File: src/verilog/dcache_ctrl_pkg.sv
// Package with operation codes, states, request types and register map for the cache controller
package dcache_ctrl_pkg;

  // ****************************************************************
  // Enumerations
  // ****************************************************************
  typedef enum logic [1:0] {
    MESI_I,
    MESI_S,
    MESI_E,
    MESI_M
  } mesi_t;

  typedef enum logic [4:0] {
    OP_LOAD,
    OP_TOUCH,
    OP_STORE_TOUCH,
    OP_STREAM_STOP,
    OP_LOAD_RESERVE,
    OP_STORE,
    OP_STORE_COND,
    OP_BLOCK_CLEAN,
    OP_BLOCK_FLUSH,
    OP_BLOCK_ZERO,
    OP_BLOCK_ALLOC,
    OP_ICACHE_INV,
    OP_XLATE_INV,
    OP_XLATE_SYNC,
    OP_SYNC,
    OP_IO_ORDER,
    OP_EXT_IN,
    OP_EXT_OUT
  } op_t;

  typedef enum logic [4:0] {
    REQ_NONE,
    REQ_LOAD,
    REQ_TOUCH,
    REQ_STORE_TOUCH,
    REQ_LOAD_RESERVE,
    REQ_STORE,
    REQ_STORE_COND,
    REQ_BLOCK_CLEAN,
    REQ_WRITE_CLEAN,
    REQ_BLOCK_FLUSH,
    REQ_CASTOUT,
    REQ_BLOCK_ZERO,
    REQ_ICACHE_INV,
    REQ_XLATE_INV,
    REQ_XLATE_SYNC,
    REQ_SYNC,
    REQ_IO_ORDER,
    REQ_EXT_IN,
    REQ_EXT_OUT
  } req_t;

  // ****************************************************************
  // Register map (word addresses on the Avalon-MM slave)
  // ****************************************************************
  localparam logic [3:0] ADDR_CMD    = 4'h0;  // W: op/attr/state/start
  localparam logic [3:0] ADDR_STATUS = 4'h1;  // R: busy/result
  localparam logic [3:0] ADDR_REQ    = 4'h2;  // R: last request seen

  // Command register fields
  localparam int CMD_OP_LSB    = 0;
  localparam int CMD_W_BIT     = 8;
  localparam int CMD_I_BIT     = 9;
  localparam int CMD_M_BIT     = 10;
  localparam int CMD_ST_LSB    = 12;
  localparam int CMD_VICT_BIT  = 14;  // Victim line present and needed
  localparam int CMD_VST_LSB   = 16;  // Victim state

  // Status register fields
  localparam int STA_BUSY_BIT  = 0;
  localparam int STA_DSI_BIT   = 1;
  localparam int STA_ALIGN_BIT = 2;
  localparam int STA_RSV_BIT   = 3;
  localparam int STA_SCOK_BIT  = 4;
  localparam int STA_STRM_BIT  = 5;
  localparam int STA_FST_LSB   = 8;
  localparam int STA_MERGE_BIT = 10;
  localparam int STA_ZERO_BIT  = 11;

endpackage : dcache_ctrl_pkg

File: src/verilog/dcache_state_ctrl.sv
// First-level data cache state and request controller with an Avalon-MM slave
`timescale 1ns/1ps
// ****************************************************************
// Functional notes
// ****************************************************************
// Functional notes
// - Cacheable load miss: deallocate, issue load, final state from S/E response
// - Store-touch on I/S line requests store-touch; E/M or inhibited issue nothing
// - Stream-stop halts stream prefetch, no request, no state change
// - Load-reserve miss issues atomic load-reserve, sets reservation, state from response
// - Load-reserve hit: no request, set reservation, keep state
// - Load-reserve to inhibited or write-through page raises data storage fault
// - Cacheable store miss: deallocate, store request reloads, merge, end modified
// - Store hit shared ends modified; ownership request only with coherence set
// - Store hit exclusive or modified merges, no request, ends modified
// - Inhibited store passes store request, cache state untouched
// - Write-through store always requests, merges when valid, keeps state
// - Store-conditional writes only with reservation, clears it, reports result
// - Store-conditional miss or shared+coherence requests; E gives M, S gives S
// - Store-conditional losing reservation in subsystem behaves as load
// - Store-conditional to inhibited or write-through page raises data storage fault
// - Block-clean ends invalid; modified sends write-with-clean, others block-clean
// - Block-flush ends invalid; modified sends write-through castout, others flush
// - Block-zero claims ownership, zeroes, ends modified; request on I or S+coherence
// - Block-zero to write-through or inhibited page raises alignment, no change
// - Block-allocate acts as block-zero if cacheable and not write-through, else silent no-op
// - Victim line invalidated; modified victim sends non-write-through castout
// - Ordering, translation and external ops forwarded, data cache unchanged
module dcache_state_ctrl
  import dcache_ctrl_pkg::*;
(
  input  wire logic        sys_clk,
  input  wire logic        nrst,
  // Avalon-MM slave
  input  wire logic [3:0]  avs_address,
  input  wire logic        avs_read,
  input  wire logic        avs_write,
  input  wire logic [31:0] avs_writedata,
  output logic      [31:0] avs_readdata,
  output logic             avs_waitrequest,
  // Memory subsystem request/response
  output logic             mem_req_valid,
  input  wire logic        mem_req_accept,
  output req_t             mem_req_type,
  output logic             mem_req_wt,
  output logic             mem_req_atomic,
  input  wire logic        mem_rsp_valid,
  input  wire logic        mem_rsp_excl,
  input  wire logic        mem_rsp_rsv_lost
);

  // ****************************************************************
  // Declarations
  // ****************************************************************
  typedef enum logic [2:0] {
    ST_IDLE,
    ST_DECODE,
    ST_VICTIM,
    ST_REQ,
    ST_RESP,
    ST_DONE
  } fsm_t;

  fsm_t        fsm_ff;
  fsm_t        nxt_fsm;
  op_t         op_ff;
  logic        w_ff, i_ff, m_ff;
  mesi_t       st_ff;
  logic        vict_ff;
  mesi_t       vst_ff;
  mesi_t       fst_ff;
  mesi_t       nxt_fst;
  logic        need_rsp_ff;
  logic        rsv_ff;
  logic        strm_ff;
  logic        dsi_ff, align_ff, scok_ff, merge_ff, zero_ff;
  req_t        req_ff;
  req_t        plan_req;
  logic        plan_rsp;
  logic        plan_wt;
  logic        plan_atomic;
  logic        plan_alloc;
  logic        plan_dsi, plan_align;
  logic        plan_merge, plan_zero;
  logic        plan_rsv_set;
  logic        cmd_wr, miss, rd_ack_ff;

  assign cmd_wr = avs_write && avs_address == ADDR_CMD && fsm_ff == ST_IDLE;
  assign miss   = st_ff == MESI_I;

  // ****************************************************************
  // Bus slave
  // ****************************************************************
  // Writes finish at their first edge; reads wait one cycle so data stand when released
  assign avs_waitrequest = avs_read && !rd_ack_ff;

  // Read data mux, unmapped addresses read zero; loaded in the read's first cycle
  always_ff @(posedge sys_clk) begin
    rd_ack_ff <= nrst && avs_read && !rd_ack_ff;  // One-cycle answer marker
    if (!nrst) begin
      avs_readdata <= 32'h0;
    end else if (avs_read && !rd_ack_ff) begin
      avs_readdata <= 32'h0;
      unique case (avs_address)
        ADDR_STATUS: begin
          avs_readdata[STA_BUSY_BIT]  <= fsm_ff != ST_IDLE;
          avs_readdata[STA_DSI_BIT]   <= dsi_ff;
          avs_readdata[STA_ALIGN_BIT] <= align_ff;
          avs_readdata[STA_RSV_BIT]   <= rsv_ff;
          avs_readdata[STA_SCOK_BIT]  <= scok_ff;
          avs_readdata[STA_STRM_BIT]  <= strm_ff;
          avs_readdata[STA_FST_LSB +: 2] <= fst_ff;
          avs_readdata[STA_MERGE_BIT] <= merge_ff;
          avs_readdata[STA_ZERO_BIT]  <= zero_ff;
        end
        ADDR_REQ: avs_readdata[4:0] <= req_ff;
        default: avs_readdata <= 32'h0;
      endcase
    end
  end

  // ****************************************************************
  // Command capture
  // ****************************************************************
  // Operation, attributes and line states latched on a command write
  always_ff @(posedge sys_clk) begin
    if (!nrst) begin
      op_ff   <= OP_LOAD;
      w_ff    <= 1'b0;
      i_ff    <= 1'b0;
      m_ff    <= 1'b0;
      st_ff   <= MESI_I;
      vict_ff <= 1'b0;
      vst_ff  <= MESI_I;
    end else if (cmd_wr) begin
      op_ff   <= op_t'(avs_writedata[CMD_OP_LSB +: 5]);
      w_ff    <= avs_writedata[CMD_W_BIT];
      i_ff    <= avs_writedata[CMD_I_BIT];
      m_ff    <= avs_writedata[CMD_M_BIT];
      st_ff   <= mesi_t'(avs_writedata[CMD_ST_LSB +: 2]);
      vict_ff <= avs_writedata[CMD_VICT_BIT];
      vst_ff  <= mesi_t'(avs_writedata[CMD_VST_LSB +: 2]);
    end
  end

  // ****************************************************************
  // Operation decode
  // ****************************************************************
  // Map the operation, attributes and line state to a request and outcome
  always_comb begin
    plan_req     = REQ_NONE;
    plan_rsp     = 1'b0;
    plan_wt      = w_ff;
    plan_atomic  = 1'b0;
    plan_alloc   = 1'b0;
    plan_dsi     = 1'b0;
    plan_align   = 1'b0;
    plan_merge   = 1'b0;
    plan_zero    = 1'b0;
    plan_rsv_set = 1'b0;
    nxt_fst      = st_ff;
    unique case (op_ff)
      OP_LOAD, OP_TOUCH: begin
        if (i_ff) begin
          plan_req = op_ff == OP_LOAD ? REQ_LOAD : REQ_NONE;
        end else if (miss) begin
          plan_req   = op_ff == OP_LOAD ? REQ_LOAD : REQ_TOUCH;
          plan_rsp   = 1'b1;
          plan_alloc = 1'b1;
        end
      end
      OP_STORE_TOUCH: begin
        if (!i_ff && (miss || st_ff == MESI_S)) begin
          plan_req   = REQ_STORE_TOUCH;
          plan_rsp   = 1'b1;
          plan_alloc = miss;
        end
      end
      OP_STREAM_STOP: ;
      OP_LOAD_RESERVE: begin
        if (i_ff || w_ff) begin
          plan_dsi = 1'b1;
        end else if (miss) begin
          plan_req     = REQ_LOAD_RESERVE;
          plan_atomic  = 1'b1;
          plan_rsp     = 1'b1;
          plan_alloc   = 1'b1;
          plan_rsv_set = 1'b1;
        end else begin
          plan_rsv_set = 1'b1;
        end
      end
      OP_STORE: begin
        if (i_ff) begin
          plan_req = REQ_STORE;
        end else if (w_ff) begin
          plan_req   = REQ_STORE;
          plan_merge = !miss;
        end else begin
          plan_merge = 1'b1;
          nxt_fst    = MESI_M;
          if (miss) begin
            plan_req   = REQ_STORE;
            plan_alloc = 1'b1;
          end else if (st_ff == MESI_S && m_ff) begin
            plan_req = REQ_STORE;
          end
        end
      end
      OP_STORE_COND: begin
        if (i_ff || w_ff) begin
          plan_dsi = 1'b1;
        end else if (rsv_ff) begin
          plan_merge = 1'b1;
          nxt_fst    = MESI_M;
          if (miss || (st_ff == MESI_S && m_ff)) begin
            plan_req    = REQ_STORE_COND;
            plan_atomic = 1'b1;
            plan_rsp    = 1'b1;
            plan_alloc  = miss;
          end
        end
      end
      OP_BLOCK_CLEAN: begin
        nxt_fst  = MESI_I;
        plan_req = st_ff == MESI_M ? REQ_WRITE_CLEAN : REQ_BLOCK_CLEAN;
      end
      OP_BLOCK_FLUSH: begin
        nxt_fst = MESI_I;
        if (st_ff == MESI_M) begin
          plan_req = REQ_CASTOUT;
          plan_wt  = 1'b1;
        end else begin
          plan_req = REQ_BLOCK_FLUSH;
        end
      end
      OP_BLOCK_ZERO, OP_BLOCK_ALLOC: begin
        if (i_ff || w_ff) begin
          plan_align = op_ff == OP_BLOCK_ZERO;
        end else begin
          plan_zero  = 1'b1;
          nxt_fst    = MESI_M;
          plan_alloc = miss;
          if (miss || (st_ff == MESI_S && m_ff)) begin
            plan_req = REQ_BLOCK_ZERO;
          end
        end
      end
      OP_ICACHE_INV: plan_req = REQ_ICACHE_INV;
      OP_XLATE_INV:  plan_req = REQ_XLATE_INV;
      OP_XLATE_SYNC: plan_req = REQ_XLATE_SYNC;
      OP_SYNC:       plan_req = REQ_SYNC;
      OP_IO_ORDER:   plan_req = REQ_IO_ORDER;
      OP_EXT_IN:     plan_req = REQ_EXT_IN;
      OP_EXT_OUT:    plan_req = REQ_EXT_OUT;
      default: ;
    endcase
  end

  // ****************************************************************
  // Sequencer
  // ****************************************************************
  // Next state: optional castout of victim, then main request, then response
  always_comb begin
    nxt_fsm = fsm_ff;
    unique case (fsm_ff)
      ST_IDLE:   if (cmd_wr) nxt_fsm = ST_DECODE;
      ST_DECODE: begin
        if (plan_alloc && vict_ff && vst_ff == MESI_M) nxt_fsm = ST_VICTIM;
        else if (plan_req != REQ_NONE) nxt_fsm = ST_REQ;
        else nxt_fsm = ST_DONE;
      end
      ST_VICTIM: if (mem_req_accept) nxt_fsm = ST_REQ;
      ST_REQ: begin
        if (mem_req_accept) nxt_fsm = need_rsp_ff ? ST_RESP : ST_DONE;
      end
      ST_RESP:   if (mem_rsp_valid) nxt_fsm = ST_DONE;
      ST_DONE:   nxt_fsm = ST_IDLE;
    endcase
  end

  // State register
  always_ff @(posedge sys_clk) begin
    if (!nrst) fsm_ff <= ST_IDLE;
    else fsm_ff <= nxt_fsm;
  end

  // Request drive, one outstanding at a time
  always_ff @(posedge sys_clk) begin
    if (!nrst) begin
      mem_req_valid  <= 1'b0;
      mem_req_type   <= REQ_NONE;
      mem_req_wt     <= 1'b0;
      mem_req_atomic <= 1'b0;
      need_rsp_ff    <= 1'b0;
    end else if (fsm_ff == ST_DECODE) begin
      need_rsp_ff <= plan_rsp;
      if (plan_alloc && vict_ff && vst_ff == MESI_M) begin
        mem_req_valid  <= 1'b1;
        mem_req_type   <= REQ_CASTOUT;
        mem_req_wt     <= 1'b0;
        mem_req_atomic <= 1'b0;
      end else if (plan_req != REQ_NONE) begin
        mem_req_valid  <= 1'b1;
        mem_req_type   <= plan_req;
        mem_req_wt     <= plan_wt;
        mem_req_atomic <= plan_atomic;
      end
    end else if (fsm_ff == ST_VICTIM && mem_req_accept) begin
      mem_req_type   <= plan_req;
      mem_req_wt     <= plan_wt;
      mem_req_atomic <= plan_atomic;
    end else if (fsm_ff == ST_REQ && mem_req_accept) begin
      mem_req_valid <= 1'b0;
    end
  end

  // Result: final state, exceptions, store-conditional result, merge/zero flags and last request
  always_ff @(posedge sys_clk) begin
    if (!nrst) begin
      fst_ff   <= MESI_I;
      dsi_ff   <= 1'b0;
      align_ff <= 1'b0;
      scok_ff  <= 1'b0;
      merge_ff <= 1'b0;
      zero_ff  <= 1'b0;
      req_ff   <= REQ_NONE;
    end else if (fsm_ff == ST_DECODE) begin
      fst_ff   <= nxt_fst;
      dsi_ff   <= plan_dsi;
      align_ff <= plan_align;
      merge_ff <= plan_merge;
      zero_ff  <= plan_zero;
      scok_ff  <= op_ff == OP_STORE_COND && plan_merge;
      req_ff   <= plan_req;
    end else if (fsm_ff == ST_RESP && mem_rsp_valid) begin
      if (op_ff == OP_STORE_COND && mem_rsp_rsv_lost) begin
        fst_ff   <= mem_rsp_excl ? MESI_E : MESI_S;
        scok_ff  <= 1'b0;
        merge_ff <= 1'b0;
      end else if (op_ff == OP_STORE_COND) begin
        fst_ff <= mem_rsp_excl ? MESI_M : MESI_S;
      end else begin
        fst_ff <= mem_rsp_excl ? MESI_E : MESI_S;
      end
    end
  end

  // Reservation: set by load-reserve, cleared by any store-conditional
  always_ff @(posedge sys_clk) begin
    if (!nrst) rsv_ff <= 1'b0;
    else if (fsm_ff == ST_DECODE && plan_rsv_set) rsv_ff <= 1'b1;
    else if (fsm_ff == ST_DONE && op_ff == OP_STORE_COND) rsv_ff <= 1'b0;
  end

  // Stream prefetch active flag: cacheable touches start it, inhibited touches and stream-stop halt it
  always_ff @(posedge sys_clk) begin
    if (!nrst) strm_ff <= 1'b0;
    else if (fsm_ff == ST_DECODE && op_ff == OP_STREAM_STOP) strm_ff <= 1'b0;
    else if (fsm_ff == ST_DECODE && (op_ff == OP_TOUCH || op_ff == OP_STORE_TOUCH))
      strm_ff <= !i_ff;
  end

  // ****************************************************************
  // Assertions
  // ****************************************************************
  chk_req_hold: assert property (@(posedge sys_clk) disable iff (!nrst)
    mem_req_valid && !mem_req_accept |=> mem_req_valid && $stable(mem_req_type))
    else $error("request dropped before accept");
  chk_dsi_noreq: assert property (@(posedge sys_clk) disable iff (!nrst)
    fsm_ff == ST_DECODE && op_ff == OP_LOAD_RESERVE && (i_ff || w_ff)
    |=> !mem_req_valid ##1 fsm_ff == ST_IDLE && dsi_ff)
    else $error("load-reserve fault missing");
  chk_sc_dsi: assert property (@(posedge sys_clk) disable iff (!nrst)
    fsm_ff == ST_DECODE && op_ff == OP_STORE_COND && (i_ff || w_ff) |=> dsi_ff && !mem_req_valid)
    else $error("store-conditional fault missing");
  chk_align_bz: assert property (@(posedge sys_clk) disable iff (!nrst)
    fsm_ff == ST_DECODE && op_ff == OP_BLOCK_ZERO && (i_ff || w_ff)
    |=> align_ff && fst_ff == $past(st_ff))
    else $error("block-zero alignment fault missing");
  chk_flush_inv: assert property (@(posedge sys_clk) disable iff (!nrst)
    fsm_ff == ST_DECODE && op_ff == OP_BLOCK_FLUSH && st_ff == MESI_M
    |=> mem_req_type == REQ_CASTOUT && mem_req_wt && fst_ff == MESI_I)
    else $error("flush of modified line wrong");
  chk_clean_wc: assert property (@(posedge sys_clk) disable iff (!nrst)
    fsm_ff == ST_DECODE && op_ff == OP_BLOCK_CLEAN && st_ff == MESI_M
    |=> mem_req_valid && mem_req_type == REQ_WRITE_CLEAN)
    else $error("clean of modified line wrong");
  chk_victim_co: assert property (@(posedge sys_clk) disable iff (!nrst)
    fsm_ff == ST_VICTIM |-> mem_req_type == REQ_CASTOUT && !mem_req_wt)
    else $error("victim castout wrong");
  chk_rsv_set: assert property (@(posedge sys_clk) disable iff (!nrst)
    fsm_ff == ST_DECODE && op_ff == OP_LOAD_RESERVE && !i_ff && !w_ff |=> rsv_ff)
    else $error("reservation not set");
  chk_store_mod: assert property (@(posedge sys_clk) disable iff (!nrst)
    fsm_ff == ST_DECODE && op_ff == OP_STORE && !i_ff && !w_ff && st_ff[1]
    |=> fst_ff == MESI_M && !mem_req_valid)
    else $error("store hit not modified");
endmodule : dcache_state_ctrl

File: config.mk
export PLATFORM = sky130hd
export DESIGN_NAME = dcache_state_ctrl
export DESIGN_NICKNAME = d
export VERILOG_FILES = /design/src/verilog/dcache_ctrl_pkg.sv /design/src/verilog/dcache_state_ctrl.sv
export SDC_FILE = /design/constraint.sdc
export NUM_CORES = 1
export LEC_CHECK = 0
export BUFFER_PORTS_ARGS = -buffer_cell sky130_fd_sc_hd__clkbuf_2
export CORE_MARGIN = 3
export CORE_UTILIZATION = 30
export DETAILED_ROUTE_END_ITERATION = 12
export PLACE_DENSITY = 0.53
export RECOVER_POWER = 100
export SLEW_MARGIN = 15
export SYNTH_ARGS = -nofsm -noshare
export SYNTH_HDL_FRONTEND = slang
export SYNTH_SLANG_ARGS = --single-unit
File: constraint.sdc
create_clock -name sys_clk -period 4.92 [get_ports sys_clk]
set_input_delay 0.246 -clock sys_clk [delete_from_list [all_inputs] [get_ports sys_clk]]
set_output_delay 0.246 -clock sys_clk [all_outputs]
set_load 0.02 [all_outputs]
# After elaboration in Yosys (flattened, before gate mapping)
# Cells that the tools add are included.
# totals
output_inout_bits	41
word_cells	199
ff_bits	50
# op_classes
n_reduce_logical	45
mux	96
n_bitwise	1
n_eq_ne	33
# op_table
cell	n
one-hot mux 5 bit (15 select lines)	1
2-to-1 mux 1 bit	49
2-to-1 mux 3 bit	15
== test 5 x 4 -> 1 bit, second input constant	8
2-to-1 mux 2 bit	16
== test 5 x 3 -> 1 bit, second input constant	4
2-to-1 mux 5 bit	4
logical AND 1 bit	18
one-hot mux 3 bit (6 select lines)	1
2-to-1 mux 4 bit	4
== test 5 x 2 -> 1 bit, second input constant	2
== test 5 bit, second input constant	2
inequality test 2 bit, second input constant	5
one-hot mux 5 bit (2 select lines)	1
nonzero test 2 bit	5
OR reduction 2 bit	5
one-hot mux 2 bit (4 select lines)	1
== test 3 x 2 -> 1 bit, second input constant	2
== test 3 bit, second input constant	2
one-hot mux 1 bit (6 select lines)	1
== test 5 x 1 -> 1 bit, second input constant	1
zero test 5 bit	1
nonzero test 5 bit	1
== test 2 bit, second input constant	2
other kinds (17)	24

# Depth between registers and ports, before layout
# Gate-level depths: netlist (run 1).
# logic_depth
word_depth	11
ltp_mapped	9
mapped_depth_nobuf	7

# Worst setup path after synthesis (run 1)
# OpenSTA, ideal clock, no wires.
# synth_path
path_kind	flip-flop to flip-flop
start	reg op_ff[2]
end	reg fsm_ff[2]
t_arrival_ns	1.850
slack_ns	2.950
setup_ns	0.120
path_stages_with_launch	9
path_cell_list	dfxtp_1 > buf_4 > or4b_4 > a2111oi_4 > nor2_1 > and4bb_4 > nand3_2 > nor2_1 > o31a_1
# synth_between
elab_chain_len	9
word_cells_on_any_way	31
# synth_lines
element	line_no	text
from (decl)	dcache_state_ctrl.sv:66	op_t op_ff;
from (signal assigned)	dcache_state_ctrl.sv:136	op_ff <= op_t'(avs_writedata[CMD_OP_LSB +: 5]);
zero test 5 bit	dcache_state_ctrl.sv:162, dcache_state_ctrl.sv:165, dcache_state_ctrl.sv:167	
2-to-1 mux 2 bit	dcache_state_ctrl.sv:167	plan_req = op_ff == OP_LOAD ? REQ_LOAD : REQ_TOUCH;
2-to-1 mux 2 bit	dcache_state_ctrl.sv:166	end else if (miss) begin
2-to-1 mux 2 bit	dcache_state_ctrl.sv:164	if (i_ff) begin
one-hot mux 5 bit (15 select lines)	dcache_state_ctrl.sv:162	unique case (op_ff)
nonzero test 5 bit	dcache_state_ctrl.sv:270	else if (plan_req != REQ_NONE) nxt_fsm = ST_REQ;
2-to-1 mux 3 bit	dcache_state_ctrl.sv:270	
2-to-1 mux 3 bit *	dcache_state_ctrl.sv:269	if (plan_alloc && vict_ff && vst_ff == MESI_M) nxt_fsm = ST_VICTIM;
one-hot mux 3 bit (6 select lines) *	dcache_state_ctrl.sv:266	unique case (fsm_ff)
to (signal assigned)	dcache_state_ctrl.sv:285	else fsm_ff <= nxt_fsm;
to (decl)	dcache_state_ctrl.sv:64	fsm_t fsm_ff;
# Every way passes the cells marked *; elsewhere a longest branch is shown, timed or not.
# A chain may end at the register's enable or synchronous reset.

# Final worst setup path (run 1)
# layout_path
start	reg op_ff[2]
end	reg mem_req_atomic
# layout_between
elab_chain_len	8
word_cells_on_any_way	35
# layout_lines
element	line_no	text
zero test 5 bit	dcache_state_ctrl.sv:162, dcache_state_ctrl.sv:165, dcache_state_ctrl.sv:167	
2-to-1 mux 2 bit	dcache_state_ctrl.sv:167	
2-to-1 mux 2 bit	dcache_state_ctrl.sv:166	
2-to-1 mux 2 bit	dcache_state_ctrl.sv:164	
one-hot mux 5 bit (15 select lines)	dcache_state_ctrl.sv:162	
nonzero test 5 bit	dcache_state_ctrl.sv:303	end else if (plan_req != REQ_NONE) begin
inequality test 3 bit (no source line)	--	
AND reduction 2 bit (no source line)	--	
to (signal assigned)	dcache_state_ctrl.sv:307	mem_req_atomic <= plan_atomic;
to (signal assigned)	dcache_state_ctrl.sv:312	mem_req_atomic <= plan_atomic;
to (decl)	dcache_state_ctrl.sv:46	output logic mem_req_atomic,
# Several ways; a longest one is shown, not always the timed one. The select of a mux whose other input is x is not followed.

==> results.md, run 1 <==
* GR Util All Layers at 0.134
* I/O pin cnt at 85
* Yosys top cell area share at 0.342
* Switching Power at 223 uW
* Data arrival time of the worst path at 3.73 ns
* CP required at 5.11 ns
* Pwr/cell area at 263 nW/um2
* Diodes inserted at 0
* Logic pwr share at 0.121
* Yosys warning total at 0
* Most common library cells after synthesis: 54 x nor2_1, 50 x dfxtp_1, 26 x buf_4
* Max Slew Vio Count at 0
* Core area at 9370 um2
* Worst Path Max Fanout at 19
* EDFF count, synth at 0
* Register-to-register setup slack at 1.38 ns
* Global route overflow at 0
* First drt pass iteration count at 4
* CTS Root Cell: clkbuf_8
* Hold buffers post-CTS at 0
* Cell internal pwr at 598 uW
* Routed wire length at 7.28 mm
* Register area share after synthesis at 0.342
* Share of cells above drive strength 1 at 0.110
* Setup WS pre-CTS at 2.12 ns
* Fmax at 283 MHz
* Critical Path Sink Type: flop
* DIE AREA at 11000 um2
* Worst min path class: primary input to flop
* Status: finished clean
* Area growth syn-to-layout at 6.76%
* Die boundary height at 105 um
* Met2 GRT Util at 0.199
* CTS resizes at 0
* Worst R2R Path Depth at 7
* Tcrit/Tclk final at 0.719
* Synth Flop Type: dfxtp_1
* Die X at 105 um
* Syn Area/Cell at 8.17 um2
* Cell family with most CP delay: simple AND/OR/NAND/NOR gates
* Hold Path Stages at 3
* Setup Buffers After CTS at 0
* Crit path launch type: flop
* Row Count at 35
* Dpl cell area at 3100 um2
* Total number of vias at 2519
* Peak supply drop at 0.105 mV
* Final design utilization at 0.333
* Pin count of the biggest net entering global routing at 42
* Initial antenna violation count at 0
* Post-layout instance area at 3120 um2
* Max stage delay cell, worst path: a2111oi_0
* Final cell count without fillers at 512
* DR iter-0 viols at 207
* DRC at 0
* RSZ-0062 raised after global routing: no
* Leakage Power at 0.00120 uW
* CTS Buf Count at 5
* CTS tree: done
* Final net count at 427
* Final antenna-violating net count at 0
* Setup Skew at 0.00937 ns
* WS Path Type: flop to flop
* Post-Syn Area at 2920 um2
* Sink Count at 50
* Setup_tns at 0 ns
* Post-DP HPWL at 5.28 mm
* Avg WL per Cell at 14.2 um
* H-tree depth at 2
* Hold Fails Final Rpt at 0
* Hold Crit Start: avs_writedata[1]
* CP cell instances: or4b_1 -> a2111oi_0 -> nor2_1 -> and4bb_4 -> nand4_4 -> and2_0 -> o21ai_0
* Inst Count DP at 505
* Reg power frac at 0.524
* Via/cell ratio at 4.92
* Yosys top cell by area: dfxtp_1
* Final setup fails at 0
* Actual slew at the worst max-slew pin at 1.31 ns
* GR peak layer: met2
* Routability cong. at 0.879
* End of the worst hold path: op_ff[1]
* Switch share at 0.272
* Clock buffer depth at 2
* Period minus WS final at 3.54 ns
* Async set or reset register ratio after synthesis at 0
* Starting density of the core at 0.312
* Final WS setup at 1.38 ns
* Worst r2r src: op_ff[2]
* Reg clk slew, reported paths at 0.09 ns
* Clk Latency, worst-skew pair at 0.31 ns
* Synth Instances at 358
* Number of port buffers at 43
* Distinct cells, synth at 65
* First-pass GRT wire length at 12.2 mm
* Crit-path max cell delay at 1.05 ns
* Number of global-route vias before repair at 2352
* Clock network power share at 0.356
* Capturing point of the worst reg2reg path: mem_req_atomic
* Global-route met1 utilization at 0.197
* GRT met3 Usage at 0.0272
* Max cap viols at 0
* Most common cell in the netlist: nor2_1
* Synth top area cells: dfxtp_1 34%, nor2_1 6.9%, buf_4 6.7%
* Worst path buffer plus inverter count at 0
* Slew HR at 0.105
* Flops & latches, synth at 50
-- worst max path at each step --
stage / from / endpoint / slack (ns) / depth (start not counted)
global route: op_ff[2] / mem_req_type[2] / 1.07 / 7
global placement: op_ff[1] / fsm_ff[2] / 2.21 / 7
floorplan: op_ff[2] / fsm_ff[2] / 2.95 / 8
finish: op_ff[2] / mem_req_atomic / 1.38 / 7
detailed placement: op_ff[1] / fsm_ff[2] / 2.12 / 7
CTS: op_ff[1] / fsm_ff[2] / 2.10 / 7
-- placed cells by master (no fill, tap or decap), types with 3 or more instances in the layout --
cell type	n
a21boi_0	3
nor4_1	6
nand3_1	8
a211oi_1	5
nand4_1	5
o211ai_1	5
a22o_1	5
conb_1	22
clkbuf_1	20
nor3_1	8
clkbuf_2	24
nor2_1	54
nand2_1	23
dfxtp_1	50
nor2b_1	15
a21oi_1	21
nand2b_1	6
inv_1	7
o21ai_0	11
or3_1	3
mux2i_1	13
clkbuf_8	5
a22oi_1	12
-- per-layer routing --
metal / wire length, um / part of all wire / vias to the layer above
li1: - / - / 1286
met5: 0 / 0 / -
met3: 434 / 0.060 / 6
met4: 61 / 0.0084 / 0
met1: 3610 / 0.50 / 1140
met2: 3170 / 0.44 / 87
-- logic make-up after synthesis --
kind of cell    share of synthesized area
simple gates                        0.266
compound gates                      0.233
buf+inv                             0.110
flops                               0.342
mux                                0.0445
xor+xnor                          0.00300
other cells                       0.00128
-- layout make-up --
class                   instances  area (um2)
multi-input cells             274        1620
fillers                      1019        6250
clock buffers                   5        68.8
clock inverters                 2        38.8
well taps                     129         161
inverters                       7        26.3
repair buffers                 45         203
flip-flops and latches         50        1000
-- stage by stage --
| stage | hold slack (ns) | total power (uW) |
|---|---|---|
| after floorplan | 0.390 | 527 |
| after global placement | 0.444 | 542 |
| after detailed placement | 0.450 | 543 |
| after CTS | 0.165 | 837 |
| after global routing | 0.173 | 863 |
| final | 0.167 | 821 |
-- sequential cells by signal, summed over array words and instances (netlist names), 2 cells and up --
signal        flops
mem_req_type      5
st_ff             2
vst_ff            2
op_ff             5
fsm_ff            3
avs_readdata     10
fst_ff            2
req_ff            5
-- worst min-delay path: stages --
cell and delay (ns):
clkbuf_2 0.07, mux2i_1 0.05, nor2_1 0.07
-- power groups by stage --
stage / combinational (uW) / sequential [uW] / clock (uW)
global route: 111 / 432 / 320
finish: 99.0 / 430 / 292
global placement: 103 / 439 / 0
CTS: 104 / 430 / 303
floorplan: 93.8 / 434 / 0
detailed placement: 104 / 439 / 0
Power figures use the tool's default switching activity.
==> run 2: changes to the inputs <==
Settings changed: PLACE_DENSITY 0.53 to 0.55.
Clock period 4.92 ns to 3 ns, I/O delays scaled along.
==> run 2 against run 1 <==
Final area increased by 1.1%. Non-clock buffer count increased by 2. Maximum frequency increased by 32%. Global-route usage decreased by 0.34 points. First-iteration DRC count decreased by 21%. Clock-buffer cell count increased by 1. Cell count increased by 0.59%. Clock skew decreased by 0.0023 ns. Highest routed layer unchanged.
==> results.md, run 2 (synthesis gave the netlist of run 1 again) <==
* Data arrival time of the worst path at 2.88 ns
* End of the worst hold path: vict_ff
* Slew HR at 0.152
* Critical Path Stages at 7
* Worst r2r src: op_ff[3]
* Setup Buffers After CTS at 0
* First drt pass iteration count at 4
* Sink Count at 50
* Multi-input gate area at 1650 um2
* CTS resizes at 0
* Period minus WS final at 2.68 ns
* Die boundary height at 105 um
* Setup_tns at 0 ns
* Hold Crit Start: avs_writedata[14]
* RSZ-0062 raised after global routing: no
* Inst Count DP at 507
* Max cap viols at 0
* WS Path Type: flop to flop
* Pin count of the biggest net entering global routing at 28
* Worst Path Max Fanout at 18
* Capturing point of the worst reg2reg path: fsm_ff[2]
* First-pass GRT wire length at 11.8 mm
* Row Count at 35
* Clock buffer depth at 2
* Register-to-register setup slack at 0.32 ns
* Worst path buffer plus inverter count at 0
* Hold buffers post-CTS at 0
* Global route overflow at 0
* Final antenna-violating net count at 0
* Setup Skew at 0.00707 ns
* Total number of vias at 2563
* Critical Path Sink Type: flop
* Hold Fails Final Rpt at 0
* Status: finished clean
* Top reg by flops: avs_readdata
* Reg clk slew, reported paths at 0.09 ns
* Worst min path class: primary input to flop
* Tcrit/Tclk final at 0.893
* Initial antenna violation count at 0
* Leakage Power at 0.00120 uW
* Share of cells above drive strength 1 at 0.119
* Max stage delay cell, worst path: dfxtp_1
* Max Slew Vio Count at 0
* Routability cong. at 0.931
* Crit-path max cell delay at 0.69 ns
* I/O pin cnt at 85
* Pwr/cell area at 411 nW/um2
* GR Util All Layers at 0.131
* Most frequent cells in the layout: 54 x nor2_1, 50 x dfxtp_1, 23 x nand2_1, 23 x clkbuf_2, 22 x conb_1
* Max reg flops at 10
* Final net count at 429
* Clk Latency, worst-skew pair at 0.31 ns
* Fmax at 373 MHz
* CP cell instances: or3b_2 -> nor4_1 -> a311oi_2 -> and4bb_4 -> nand3_2 -> nor2_1 -> o31a_1
* Peak supply drop at 0.208 mV
* Hold Path Stages at 3
* Number of global-route vias before repair at 2296
* Actual slew at the worst max-slew pin at 1.27 ns
* CTS Buf Count at 5
* Number of port buffers at 43
* DRC at 0
* Worst R2R Path Depth at 7
* Number of fill cells at 1022
* Reg area at 1000 um2
* Most common cell after layout, fill and taps aside: nor2_1
* Area growth syn-to-layout at 7.96%
* Crit path launch type: flop
* Routed wire length at 7.25 mm
* Post-DP HPWL at 5.38 mm
* WHS at 0.0690 ns
* H-tree depth at 2
* Starting density of the core at 0.312
* Die X at 105 um
* Cell family with most CP delay: simple AND/OR/NAND/NOR gates
* Final setup fails at 0
* Core area at 9370 um2
* CTS Root Cell: clkbuf_8
* CTS tree: done
* Via/cell ratio at 4.98
* Final cell count without fillers at 515
* Worst Setup SP: op_ff[3]
* DR iter-0 viols at 164
* Avg WL per Cell at 14.1 um
* CP required at 3.20 ns
* DIE AREA at 11000 um2
* Diodes inserted at 0
-- run 2: per-layer routing --
metal | vias up | part of all wire | global-route usage
met5 | - | 0 | 0
met4 | 0 | 0.013 | 0.0422
li1 | 1283 | - | -
met1 | 1195 | 0.50 | 0.188
met3 | 9 | 0.051 | 0.0235
met2 | 76 | 0.44 | 0.196
-- run 2: worst register-to-register path: cells and delay by family, from the launching register on --
family	cells	cell delay [ns]
AOI/OAI and AO/OA	2	0.47
and+or+nand+nor	5	1.41
DFF	1	0.69
-- run 2: final cells by class --
| class | instances | share of cell area |
|---|---|---|
| multi-input cells | 274 | 0.523 |
| inverters | 7 | 0.00832 |
| well taps | 129 | 0.0511 |
| flip-flops and latches | 50 | 0.317 |
| clock inverters | 2 | 0.00555 |
| clock buffers | 6 | 0.0262 |
| repair buffers | 47 | 0.0686 |
-- run 2: how the worst max path moves through the flow --
stage and endpoint:
6_report fsm_ff[2], 5_1_grt fsm_ff[2], 4_1_cts mem_req_valid, 3_5_place_dp mem_req_valid, 3_3_place_gp mem_req_type[0], 2_1_floorplan fsm_ff[2]
-- run 2: power breakdown --
part	internal (uW)	switching, uW
registers	681	23.2
clock network	190	237
logic	55.9	111
-- run 2: stage by stage --
step | power, uW | instance area (um2) | utilization | worst slack, ns
6_report | 1300 | 3160 | 0.337 | 0.322
5_1_grt | 1370 | 3160 | 0.337 | 0.231
4_1_cts | 1320 | 3210 | 0.343 | 0.535
3_5_place_dp | 892 | 3110 | 0.332 | 0.536
3_3_place_gp | 889 | 3110 | 0.332 | 0.573
2_1_floorplan | 865 | 3000 | - | 1.03
